===== config.mk =====
export PLATFORM = sky130hd
export DESIGN_NAME = windowed_watchdog
export DESIGN_NICKNAME = d
export VERILOG_FILES = /design/src/inc/wdog_pkg.sv /design/src/rtl/windowed_watchdog.sv
export SDC_FILE = /design/constraint.sdc
export NUM_CORES = 1
export LEC_CHECK = 0
export BUFFER_PORTS_ARGS = -buffer_cell sky130_fd_sc_hd__buf_4
export CAP_MARGIN = 20
export CORE_ASPECT_RATIO = 0.5
export CORE_MARGIN = 1
export CORE_UTILIZATION = 30
export CTS_CLUSTER_SIZE = 16
export DETAILED_ROUTE_END_ITERATION = 10
export RECOVER_POWER = 100
export SYNTH_ARGS = -nofsm -noshare
export SYNTH_HDL_FRONTEND = slang
export SYNTH_SLANG_ARGS = --single-unit

===== constraint.sdc =====
create_clock -name clk_sys -period 1.75 [get_ports clk_sys]
set_clock_uncertainty 0.1 [all_clocks]
set_input_delay 0.525 -clock clk_sys [delete_from_list [all_inputs] [get_ports clk_sys]]
set_output_delay 0.525 -clock clk_sys [all_outputs]
set_load 0.01 [all_outputs]

===== src/inc/wdog_pkg.sv =====
// Constants and types for the windowed watchdog reset block
`default_nettype none
package wdog_pkg;

  // ==========================================================================
  // Timebase
  // ==========================================================================
  localparam int unsigned CLK_PERIOD_PS = 5000;
  localparam int unsigned CNT_W = 32;

  // ==========================================================================
  // Interval formulas, times in microseconds
  // ==========================================================================
  localparam int unsigned POWERUP_US_PER_KOHM = 800;
  localparam int unsigned PERIOD_US_PER_KOHM = 175;
  localparam int unsigned PERIOD_OFFSET_US = 1200;
  localparam int unsigned RESET_PULSE_US = 150;
  localparam int unsigned RSEL_MIN_KOHM = 33;
  localparam int unsigned RSEL_MAX_KOHM = 680;
  localparam int unsigned RSEL_DEFAULT_KOHM = 33;
  localparam int unsigned PS_PER_US = 1000000;

  // Least time rounds up, never below one cycle
  function automatic int unsigned us_to_cycles_up(input longint unsigned us);
    longint unsigned c;
    c = (us * PS_PER_US + CLK_PERIOD_PS - 1) / CLK_PERIOD_PS;
    if (c == 0) begin
      c = 1;
    end
    return int'(c);
  endfunction

  // ==========================================================================
  // Phases
  // ==========================================================================
  typedef enum logic [1:0] {
    PH_POWERUP,
    PH_NORMAL,
    PH_PULSE,
    PH_OFF
  } phase_t;

endpackage
`default_nettype wire


===== src/rtl/windowed_watchdog.sv =====
// Windowed watchdog that strobes an active-low reset on missing or early triggers
// Summary of operation
// - Period running out without a trigger drives the reset output low.
// - Normal triggers accepted only between half and full period after last trigger.
// - Floating select input disables the watchdog, reset output stays high.
// - After power-on, reset output high and the power-up interval starts, no window.
// - No trigger within power-up interval: pulse reset low, restart power-up interval.
// - First power-up trigger resets timer, ends power-up, enables windowed operation.
// - Power-up interval is 0.8 ms times select kilohms plus one.
// - Each reset pulse lasts about 150 us.
// - Trigger inside the open window restarts the period, reset output stays high.
// - Early trigger pulses reset low at once; next period starts on its rise.
// - Period expiry without trigger pulses reset low; next period starts on its rise.
// - Period is 0.175 ms per kilohm plus 1.2 ms, select 33 to 680 kilohms.
// - Watchdog disabled while the transmitter-off low-power state is active.
`timescale 1ns/1ps
`default_nettype none

module windowed_watchdog
  import wdog_pkg::*;
#(
  parameter int unsigned RSEL_KOHM = RSEL_DEFAULT_KOHM,
  // Long counts are parameters so a simulation can shorten them
  parameter int unsigned POWERUP_CYCLES =
    us_to_cycles_up(longint'(POWERUP_US_PER_KOHM) * (RSEL_KOHM + 1)),
  parameter int unsigned PERIOD_CYCLES =
    us_to_cycles_up(longint'(PERIOD_US_PER_KOHM) * RSEL_KOHM + PERIOD_OFFSET_US),
  parameter int unsigned PULSE_CYCLES = us_to_cycles_up(RESET_PULSE_US)
) (
  input wire logic clk_sys,
  input wire logic reset_n,
  input wire logic watchdog_trigger_in,
  input wire logic select_floating,
  input wire logic transmitter_off,
  output logic watchdog_reset_out_n,
  output logic watchdog_active,
  output logic window_open
);

  // ==========================================================================
  // Reset release
  // ==========================================================================
  logic rst_meta_r;
  logic rst_sync_n_r;

  always_ff @(posedge clk_sys or negedge reset_n) begin
    if (!reset_n) begin
      rst_meta_r <= 1'b0;
      rst_sync_n_r <= 1'b0;
    end else begin
      rst_meta_r <= 1'b1;
      rst_sync_n_r <= rst_meta_r;
    end
  end

  // ==========================================================================
  // State
  // ==========================================================================
  localparam logic [CNT_W-1:0] POWERUP_LAST = CNT_W'(POWERUP_CYCLES - 1);
  localparam logic [CNT_W-1:0] PERIOD_LAST = CNT_W'(PERIOD_CYCLES - 1);
  localparam logic [CNT_W-1:0] PULSE_LAST = CNT_W'(PULSE_CYCLES - 1);
  localparam logic [CNT_W-1:0] WINDOW_START = CNT_W'(PERIOD_CYCLES / 2);

  typedef struct packed {
    logic [2:0] trig_sync;
    logic [1:0] floating_sync;
    logic [1:0] txoff_sync;
    phase_t phase;
    logic after_powerup;
    logic [CNT_W-1:0] count;
    logic out_n;
    logic win;
  } state_t;

  state_t st_r;
  state_t st_nxt;

  localparam state_t ST_RESET = '{
    trig_sync: 3'h7,
    floating_sync: 2'h0,
    txoff_sync: 2'h0,
    phase: PH_POWERUP,
    after_powerup: 1'b0,
    count: '0,
    out_n: 1'b1,
    win: 1'b0
  };

  logic trig_fall;
  logic disabled;

  // Stage 0 feeds only stage 1; edge detect looks at stages 1 and 2
  assign trig_fall = st_r.trig_sync[2] & ~st_r.trig_sync[1];
  assign disabled = st_r.floating_sync[1] | st_r.txoff_sync[1];

  always_comb begin
    st_nxt = st_r;
    st_nxt.trig_sync = {st_r.trig_sync[1:0], watchdog_trigger_in};
    st_nxt.floating_sync = {st_r.floating_sync[0], select_floating};
    st_nxt.txoff_sync = {st_r.txoff_sync[0], transmitter_off};
    st_nxt.count = st_r.count + CNT_W'(1);
    if (disabled) begin
      // Re-enabling starts again from the power-up phase
      st_nxt.phase = PH_OFF;
      st_nxt.count = '0;
      st_nxt.out_n = 1'b1;
      st_nxt.after_powerup = 1'b0;
    end else begin
      unique case (st_r.phase)
        PH_OFF: begin
          st_nxt.phase = PH_POWERUP;
          st_nxt.count = '0;
        end
        PH_POWERUP: begin
          if (trig_fall) begin
            st_nxt.phase = PH_NORMAL;
            st_nxt.count = '0;
          end else if (st_r.count >= POWERUP_LAST) begin
            st_nxt.phase = PH_PULSE;
            st_nxt.after_powerup = 1'b0;
            st_nxt.count = '0;
            st_nxt.out_n = 1'b0;
          end
        end
        PH_NORMAL: begin
          if (trig_fall && st_r.count >= WINDOW_START) begin
            st_nxt.count = '0;
          end else if (trig_fall) begin
            st_nxt.phase = PH_PULSE;
            st_nxt.after_powerup = 1'b1;
            st_nxt.count = '0;
            st_nxt.out_n = 1'b0;
          end else if (st_r.count >= PERIOD_LAST) begin
            st_nxt.phase = PH_PULSE;
            st_nxt.after_powerup = 1'b1;
            st_nxt.count = '0;
            st_nxt.out_n = 1'b0;
          end
        end
        PH_PULSE: begin
          if (st_r.count >= PULSE_LAST) begin
            // Next interval starts with the rising edge of the output
            st_nxt.phase = st_r.after_powerup ? PH_NORMAL : PH_POWERUP;
            st_nxt.count = '0;
            st_nxt.out_n = 1'b1;
          end
        end
      endcase
    end
    st_nxt.win = (st_nxt.phase == PH_NORMAL) && (st_nxt.count >= WINDOW_START);
  end

  always_ff @(posedge clk_sys or negedge rst_sync_n_r) begin
    if (!rst_sync_n_r) begin
      st_r <= ST_RESET;
    end else begin
      st_r <= st_nxt;
    end
  end

  assign watchdog_reset_out_n = st_r.out_n;
  assign watchdog_active = (st_r.phase != PH_OFF);
  assign window_open = st_r.win;
endmodule

`default_nettype wire

# ---- Yosys cells after proc, flatten, opt, wreduce, memory -nomap -nowiden
# Index checks and enable logic that the tools add are counted.
dict set report word_totals {
  elab_cells 54
  in_bits 5
  reg_bits 46
}
dict set report op_classes {
  mux 18
  eq_ne 10
  reduce_logical 7
  n_addsub 1
  bitwise 3
  n_lt_le_gt_ge 5
}
# cell count
set op_table {}
lappend op_table {{two-way mux 36 bit} 4}
lappend op_table {{one-hot mux 32 bit (4 select lines)} 1}
lappend op_table {{greater-or-equal comparator 32 x 20 -> 1 bit, second input constant} 2}
lappend op_table {{two-way mux 32 bit} 2}
lappend op_table {{two-way mux 33 bit} 1}
lappend op_table {{adder 32 x 1 -> 32 bit, second input constant} 1}
lappend op_table {{greater-or-equal comparator 32 x 15 -> 1 bit, second input constant} 1}
lappend op_table {{greater-or-equal comparator 32 x 21 -> 1 bit, second input constant} 1}
lappend op_table {{greater-or-equal comparator 32 x 23 -> 1 bit, second input constant} 1}
lappend op_table {{inequality test 3 bit, second input constant} 4}
lappend op_table {{one-hot mux 2 bit (4 select lines)} 1}
lappend op_table {{AND reduction 6 bit} 1}
lappend op_table {{AND reduction 5 bit} 1}
lappend op_table {{equality test 2 x 1 -> 1 bit, second input constant} 2}
lappend op_table {{equality test 2 bit, second input constant} 2}
lappend op_table {{two-way mux 1 bit} 4}
lappend op_table {{two-way mux 2 bit} 2}
lappend op_table {{inequality test 4 bit, second input constant} 1}
lappend op_table {{nonzero test 4 bit} 1}
lappend op_table {{two-way mux 3 bit} 1}
lappend op_table {{one-hot mux 1 bit (3 select lines)} 1}
lappend op_table {{nonzero test 3 bit} 1}
lappend op_table {{logical AND 1 bit} 2}
lappend op_table {{logical NOT 2 bit} 1}
lappend op_table {{other kinds (5)} 5}

# ---- Depth between registers and ports, before layout
# Gate-level depths: netlist (run 1).
dict set report depth {
  depth_word 8
  ltp_mapped 11
  mapped_depth_nobuf 8
}

# ---- Worst setup path before layout (run 1)
# No wires, ideal clock.
dict set report synth_path {
  path_kind {flip-flop to flip-flop}
  startpoint {register st_r[2] (netlist name)}
  endpoint {register st_r, in the netlist window_open}
  path_buffers 1
  synth_period_minus_slack_ps 2417
  arrival_time_ps 2206
  path_stages_with_launch 10
  path_slack_ps -667
  path_cell_list {dfrtp_1 > ha_1 > buf_2 > nand3_1 > nor4_1 > o21a_1 > o22ai_1 > a21oi_1 > o21ai_1 > a2111oi_2}
}
# element line
set synth_rtl {}
lappend synth_rtl {{start, declared} windowed_watchdog.sv:75} ;# state_t st_r;
lappend synth_rtl {{start signal, assigned} windowed_watchdog.sv:157} ;# st_r <= st_nxt;

==> flow_metrics.tcl, run 1 <==
set metrics [dict create \
    peak_per_stage_delay_on_the_critical_path_ns 0.38 \
    grt_antenna_before_repair 0 \
    detailed_place.area_um2 3617 \
    final_report_hold_violation_count 0 \
    leakage_power_nw 1.683 \
    yosysSeqAreaShare_pct 42.74 \
    fillers 811 \
    cp.arrival_ns 2.47 \
    die-width_um 136.3 \
    place_congestion 0.9222 \
    post-route-period-util_pct 136.3 \
    ant_nets 0 \
    multi_input_comb_area_um2 1728 \
    drt-initial-drc-count 206 \
    min-delay-path-class "reg -> async" \
    clock_transition_time_at_the_flip_flop_clock_pins_of_the_worst_setup_and_hold_paths_ns 0.07 \
    initial_core_util_pct 30.96 \
    globalRoute.totalOverflow 0 \
    route.detailed.vias_per_inst 5.034 \
    detail_route.drc_violations 0 \
    detailed_route_wl_mm 7.872 \
    cts_tree "yes" \
    endpoint_kind "flip-flop" \
    tns_ns -15.57 \
    dp.final_hpwl_mm 5.364 \
    synth-edff-count 0 \
    rsz0062_at_grt "yes" \
    drv_cap 0 \
    drt-pass1-iter-count 4 \
    result_of_the_run "finished with violations" \
    routedWlPerCell_um 14.88 \
    synthArstFlopShare_pct 100.0 \
    layout.area.seq_um2 1157 \
    first_global_vias 2563 \
    layout_cell_share_with_drive_strength_beyond_1_pct 43.69 \
    worstPathMaxFanout 7 \
    slew_violations 0 \
    layout.core_utilization_pct 47.08 \
    ir_worst_vdd_uv 367.0 \
    number_of_buffer_and_inverter_stages_on_the_critical_path 1 \
    mostFrequentLayoutCells "100 x buf_4, 41 x dfrtp_1, 32 x nor2_1" \
    critical_path.slowest_cell "dfrtp_1" \
    ys_dominant_reg_cell "dfrtp_1" \
    final-setup-viol-count 28 \
    row_count 24 \
    yosys.cell_types.count 62 \
    max_slew.worst_pin.slew_ns 0.7092 \
    max_clock_freq_ghz 0.4191 \
    insertion_delay_ns 0.29 \
    dr_total_vias 2663 \
    critPathKind "reg -> reg" \
    syn_avg_cell_area_um2 8.869 \
    failed_checks "setup timing" \
    num_antenna_cells 0 \
    synth_area_um2 2705 \
    tot_gr_track_use_pct 17.03 \
    timing.max_slew.rel_slack_pct 52.72 \
    fin_cells 529 \
    total_power_mw 2.172 \
    timing.critical_path.required_ns 1.83 \
    htreeDepth 2 \
    fp.coreArea_um2 8738 \
    power_density_nw_per_um2 528.1 \
    die_area_um2 9424 \
    cts_sinks 46 \
    most_frequent_standard_cell_in_the_layout_excluding_fill_and_tap_cells "buf_4" \
    cp-start-kind "flip-flop" \
    layout-area-overhead-vs-synth_pct 52.08 \
    first_pass_grt_wire_length_mm 12.51 \
    cts-buffers-inserted 5 \
    crit_chain "buf_4 > and4_2 > nand2_1 > o32ai_1 > nand3_1 > a32oi_2 > o21ai_2 > a2111oi_2" \
    worst_path_dominant_cell_family "compound AO/OA/AOI/OAI gates" \
    die_height_um 69.15 \
    worst_setup_margin_ns -0.6359 \
    finalWorstPathRequiredPeriod_ns 2.386 \
    stdcell_area_um2 4114 \
    post-place-cells 512 \
    design.portCount 8 \
    cts-root-to-sink-buffers 2 \
    flip_flop_and_latch_count_after_synthesis 46 \
    cts.root.buffer_cell "clkbuf_16" \
    yosys_warnings 0 \
    design.final.nets 418 \
    largest_net_degree_at_the_start_of_global_routing 26 \
    number_of_buffers_inserted_by_port_buffering 7 \
    postSynthCellCount 305 \
]
-- per-layer routing --
metal	up-vias	track usage (%)	share of wire, %
met2	62	26.90	47
met5	-	0	0
met1	1291	23.01	46
met3	18	3.679	4.2
met4	0	5.679	2.2
li1	1292	-	-
-- report_power, final --
group	leakage (nW)	switching [mW]	internal [mW]
Combinational	1.03	0.0490	0.0393
Sequential	0.583	0.0187	1.09
Clock	0.0704	0.438	0.537
-- stage by stage --
| stage | hold slack [ns] | worst slack (ns) |
|---|---|---|
| floorplan | 0.1294 | -0.4856 |
| global placement | 0.1171 | -0.5582 |
| detailed placement | 0.1243 | -0.6895 |
| CTS | 0.1287 | -0.5923 |
| global route | 0.2297 | -0.7243 |
| finish | 0.1964 | -0.6359 |
-- state kept, by name (all words and copies together), names as in the netlist --
name                  flops
st_r                     38
watchdog_reset_out_n      1
rst_sync_n_r              1
st_nxt                    4
rst_meta_r                1
window_open               1
-- cell usage after synthesis (all sizes together) (2+ instances only) --
cell type,number,area (µm²)
nor3,12,71.32
inv,8,30.03
nand2,18,70.07
nor2b,3,18.77
a31oi,2,12.51
xnor2,10,87.58
o21a,3,22.52
dfrtp,42,1051
o21bai,2,15.01
a21boi,2,15.01
o311ai,2,17.52
nand4,12,96.34
nand2b,7,43.79
nor4,7,43.79
a32oi,2,17.52
buf,16,92.59
a2111oi,2,23.77
and3,3,18.77
or3,2,18.77
nand3b,2,15.01
a211oi,2,15.01
a21oi,11,55.05
nor2,45,168.9
and4,4,36.29
xor2,8,70.07
ha,2,25.02
a21o,3,22.52
o21ai,14,70.07
o31ai,2,15.01
a41oi,2,17.52
a211o,3,26.28
dfstp,4,105.1
clkbuf,9,33.78
conb,2,7.510
or4,3,22.52
nand3,17,85.08
-- kinds of logic (layout without fill, tap and decap cells) --
kind of cell	count (synthesis)	count (layout)	share of synthesized area (%)
multiplexers	1	1	0.3700
adder cells (fa/ha/maj)	2	2	0.9249
XOR/XNOR	18	18	5.828
AO/OA/AOI/OAI	62	62	15.91
flip-flops	46	46	42.74
AND/OR/NAND/NOR	141	141	28.17
buffers and inverters	33	132	5.782
other	2	10	0.2776
-- cell type report --
cell class,count,share of cell area (%)
repair buffers,116,21.93
clock buffers,5,3.041
well taps,117,3.558
multi-input cells,234,42.00
clock inverters,3,0.6083
inverters,8,0.7299
flip-flops and latches,46,28.13
-- path summary, 6_finish.rpt --
check,start,endpoint,slack (ns),depth (start not counted)
max in group asynchronous,rst_sync_n_r$_DFF_PN0_,st_r[5]$_DFF_PN0_,0.27,1
min in group clk_sys,watchdog_trigger_in,st_nxt[42]$_DFF_PN1_,0.24,1
worst max register to register,st_r[2]$_DFF_PN0_,window_open$_DFF_PN0_,-0.64,8
worst max-delay path,st_r[2]$_DFF_PN0_,window_open$_DFF_PN0_,-0.64,8
worst min-delay path,rst_sync_n_r$_DFF_PN0_,st_r[24]$_DFF_PN0_,0.20,0
worst min register to register,rst_sync_n_r$_DFF_PN0_,st_r[24]$_DFF_PN0_,0.20,0
-- timing repair --
item | in CTS | in global routing
setup buffers | 3 | 3
hold buffers | 1 | 0
gates resized for setup | 36 | 38
setup endpoints to repair | 28 | 28
pin swaps | 29 | 15
cloned | 2 | 0
hold endpoints to repair | 2 | 0
(Power assumes the default switching activity.)
==> run 2, diff against run 1 <==
GPL_TIMING_DRIVEN = 0   (was default)
RECOVER_POWER = default   (was 100)
==> flow_metrics.tcl, run 2 (same netlist as run 1, synthesis figures left out) <==
set metrics [dict create \
    leakage_power_nw 1.446 \
    drt-initial-drc-count 140 \
    endpoint_kind "flip-flop" \
    grt_use_met3_pct 3.311 \
    fillers 845 \
    grt_antenna_before_repair 0 \
    die_area_um2 9424 \
    rsz0062_at_grt "yes" \
    design.portCount 8 \
    clockPowerShare_pct 44.7 \
    globalRoute.totalOverflow 0 \
    final-setup-viol-count 28 \
    min_hold_slack_ns 0.1201 \
    htreeDepth 2 \
    critPathKind "reg -> reg" \
    cp.arrival_ns 2.45 \
    place_congestion 0.8455 \
    first_global_vias 2245 \
    die_height_um 69.15 \
    layout_cell_share_with_drive_strength_beyond_1_pct 38.61 \
    cts-buffers-inserted 5 \
    layout-area-overhead-vs-synth_pct 41.17 \
    sw_share_pct 22.89 \
    insertion_delay_ns 0.30 \
    result_of_the_run "finished with violations" \
    first_pass_grt_wire_length_mm 11.36 \
    detailed_route_wl_mm 7.569 \
    largest_net_degree_at_the_start_of_global_routing 26 \
    layout.core_utilization_pct 43.70 \
    design.final.nets 366 \
    ir_worst_vdd_uv 519.7 \
    num_antenna_cells 0 \
    detail_route.drc_violations 0 \
    timing.max_slew.rel_slack_pct 62.98 \
    power_density_nw_per_um2 562.7 \
    critical_path.slowest_cell "dfrtp_1" \
    mostFrequentLayoutCells "41 x buf_4, 38 x dfrtp_1, 23 x nor2_1" \
    fp.coreArea_um2 8738 \
    grt_util_met2_pct 23.58 \
    switchingPower_uw 491.9 \
    initial_core_util_pct 30.96 \
    routedWlPerCell_um 15.87 \
    seqPwrFrac_pct 52.0 \
    post-route-period-util_pct 135.4 \
    stdcell_area_um2 3819 \
    internal_power_mw 1.657 \
    timing.critical_path.required_ns 1.83 \
    slew_violations 0 \
    cts.root.buffer_cell "clkbuf_16" \
    detailed_place.area_um2 3033 \
    peak_per_stage_delay_on_the_critical_path_ns 0.42 \
    crit_chain "nand4_1 > or3_4 > or4_4 > a21oi_2 > o21ai_1 > and4_1 > a2111oi_2" \
    global_route.peak_usage_layer "met2" \
    max_slew.worst_pin.slew_ns 0.5507 \
    most_frequent_standard_cell_in_the_layout_excluding_fill_and_tap_cells "buf_4" \
    ant_nets 0 \
    number_of_buffers_inserted_by_port_buffering 7 \
    grtUsageMet1_pct 22.82 \
    row_count 24 \
    total_power_mw 2.149 \
    final_report_hold_violation_count 0 \
    max_clock_freq_ghz 0.4219 \
    regMostFlops "st_r" \
    combPwrFrac_pct 3.3 \
    min-delay-path-class "reg -> async" \
    drv_cap 0 \
    failed_checks "setup timing" \
    tns_ns -15.22 \
    cts-root-to-sink-buffers 2 \
    flip_flop_count_of_the_largest_register_after_layout 38 \
    worst_setup_margin_ns -0.6203 \
    dr_total_vias 2536 \
    cp-start-kind "flip-flop" \
    finalWorstPathRequiredPeriod_ns 2.370 \
    dp.final_hpwl_mm 4.623 \
    die-width_um 136.3 \
    drt-pass1-iter-count 4 \
    clock_transition_time_at_the_flip_flop_clock_pins_of_the_worst_setup_and_hold_paths_ns 0.07 \
    tot_gr_track_use_pct 15.68 \
    cts_tree "yes" \
    cts_sinks 46 \
    route.detailed.vias_per_inst 5.317 \
    worstPathMaxFanout 3 \
]
run 2: cell count changes in the layout (fill, tap and decap cells not counted), moves of 4 or more:
cell	delta
buf_4	-59
nor2_1	-9
nor2_2	+5
clkbuf_2	+4
nor2_4	+4
run 2: critical path, delay by kind of cell (launching register included):
kind               cells  cell delay (ns)
DFF                    1             0.42
and+or+nand+nor        4             1.17
AOI/OAI and AO/OA      3             0.56
run 2: cell type report:
type                            instances  area (µm²)  share of cell area (%)
Buffer                                 20       181.4                   4.751
Clock buffer                            5       125.1                   3.277
Clock inverter                          3       23.77                  0.6225
Inverter                                8       30.03                  0.7864
Multi-Input combinational cell        234        1748                   45.77
Sequential cell                        46        1161                   30.41
Tap cell                              117       146.4                   3.834
Timing Repair Buffer                   44       402.9                   10.55
run 2: per-stage QoR:
| step | cells | worst slack, ns |
|---|---|---|
| 2_1_floorplan | 313 | -0.4856 |
| 3_3_place_gp | 437 | -0.9355 |
| 3_5_place_dp | 438 | -0.9657 |
| 4_1_cts | 469 | -0.6275 |
| 5_1_grt | 477 | -0.7192 |
| 6_report | 477 | -0.6203 |
run 2: final timing paths:
kind | startpoint | endpoint | slack (ns) | cells after the start
worst max-delay path | st_r[13]$_DFF_PN0_ | window_open$_DFF_PN0_ | -0.62 | 7
worst min-delay path | rst_sync_n_r$_DFF_PN0_ | st_r[28]$_DFF_PN0_ | 0.12 | 0
worst max register to register | st_r[13]$_DFF_PN0_ | window_open$_DFF_PN0_ | -0.62 | 7
worst min register to register | rst_sync_n_r$_DFF_PN0_ | st_r[28]$_DFF_PN0_ | 0.12 | 0
max in group asynchronous | rst_sync_n_r$_DFF_PN0_ | st_r[2]$_DFF_PN0_ | 0.93 | 1
min in group clk_sys | transmitter_off | st_nxt[38]$_DFF_PN0_ | 0.24 | 1
run 2: layer usage:
layer  routed length, µm  share of wire, %  vias up
li1                    -                 -     1194
met3                 386               5.1       12
met5                   0                 0        -
met2                3596                48       78
met1                3496                46     1252
met4                  89               1.2        0
run 2: power groups by stage:
stage	Clock [mW]	Combinational [mW]	Sequential, mW
2_1_floorplan	0	0.0292	1.14
3_3_place_gp	0	0.0469	1.14
3_5_place_dp	0	0.0641	1.13
4_1_cts	0.990	0.0679	1.12
5_1_grt	1.03	0.0800	1.12
6_report	0.960	0.0707	1.12
run 2: timing repair:
action,4_1_cts,5_1_grt
setup buffers,23,10
endpoints found under the setup margin,28,28
gates resized for setup,44,58
pin swaps,21,12
endpoints found under the hold margin,2,0
hold buffers,1,0
gates cloned,1,1
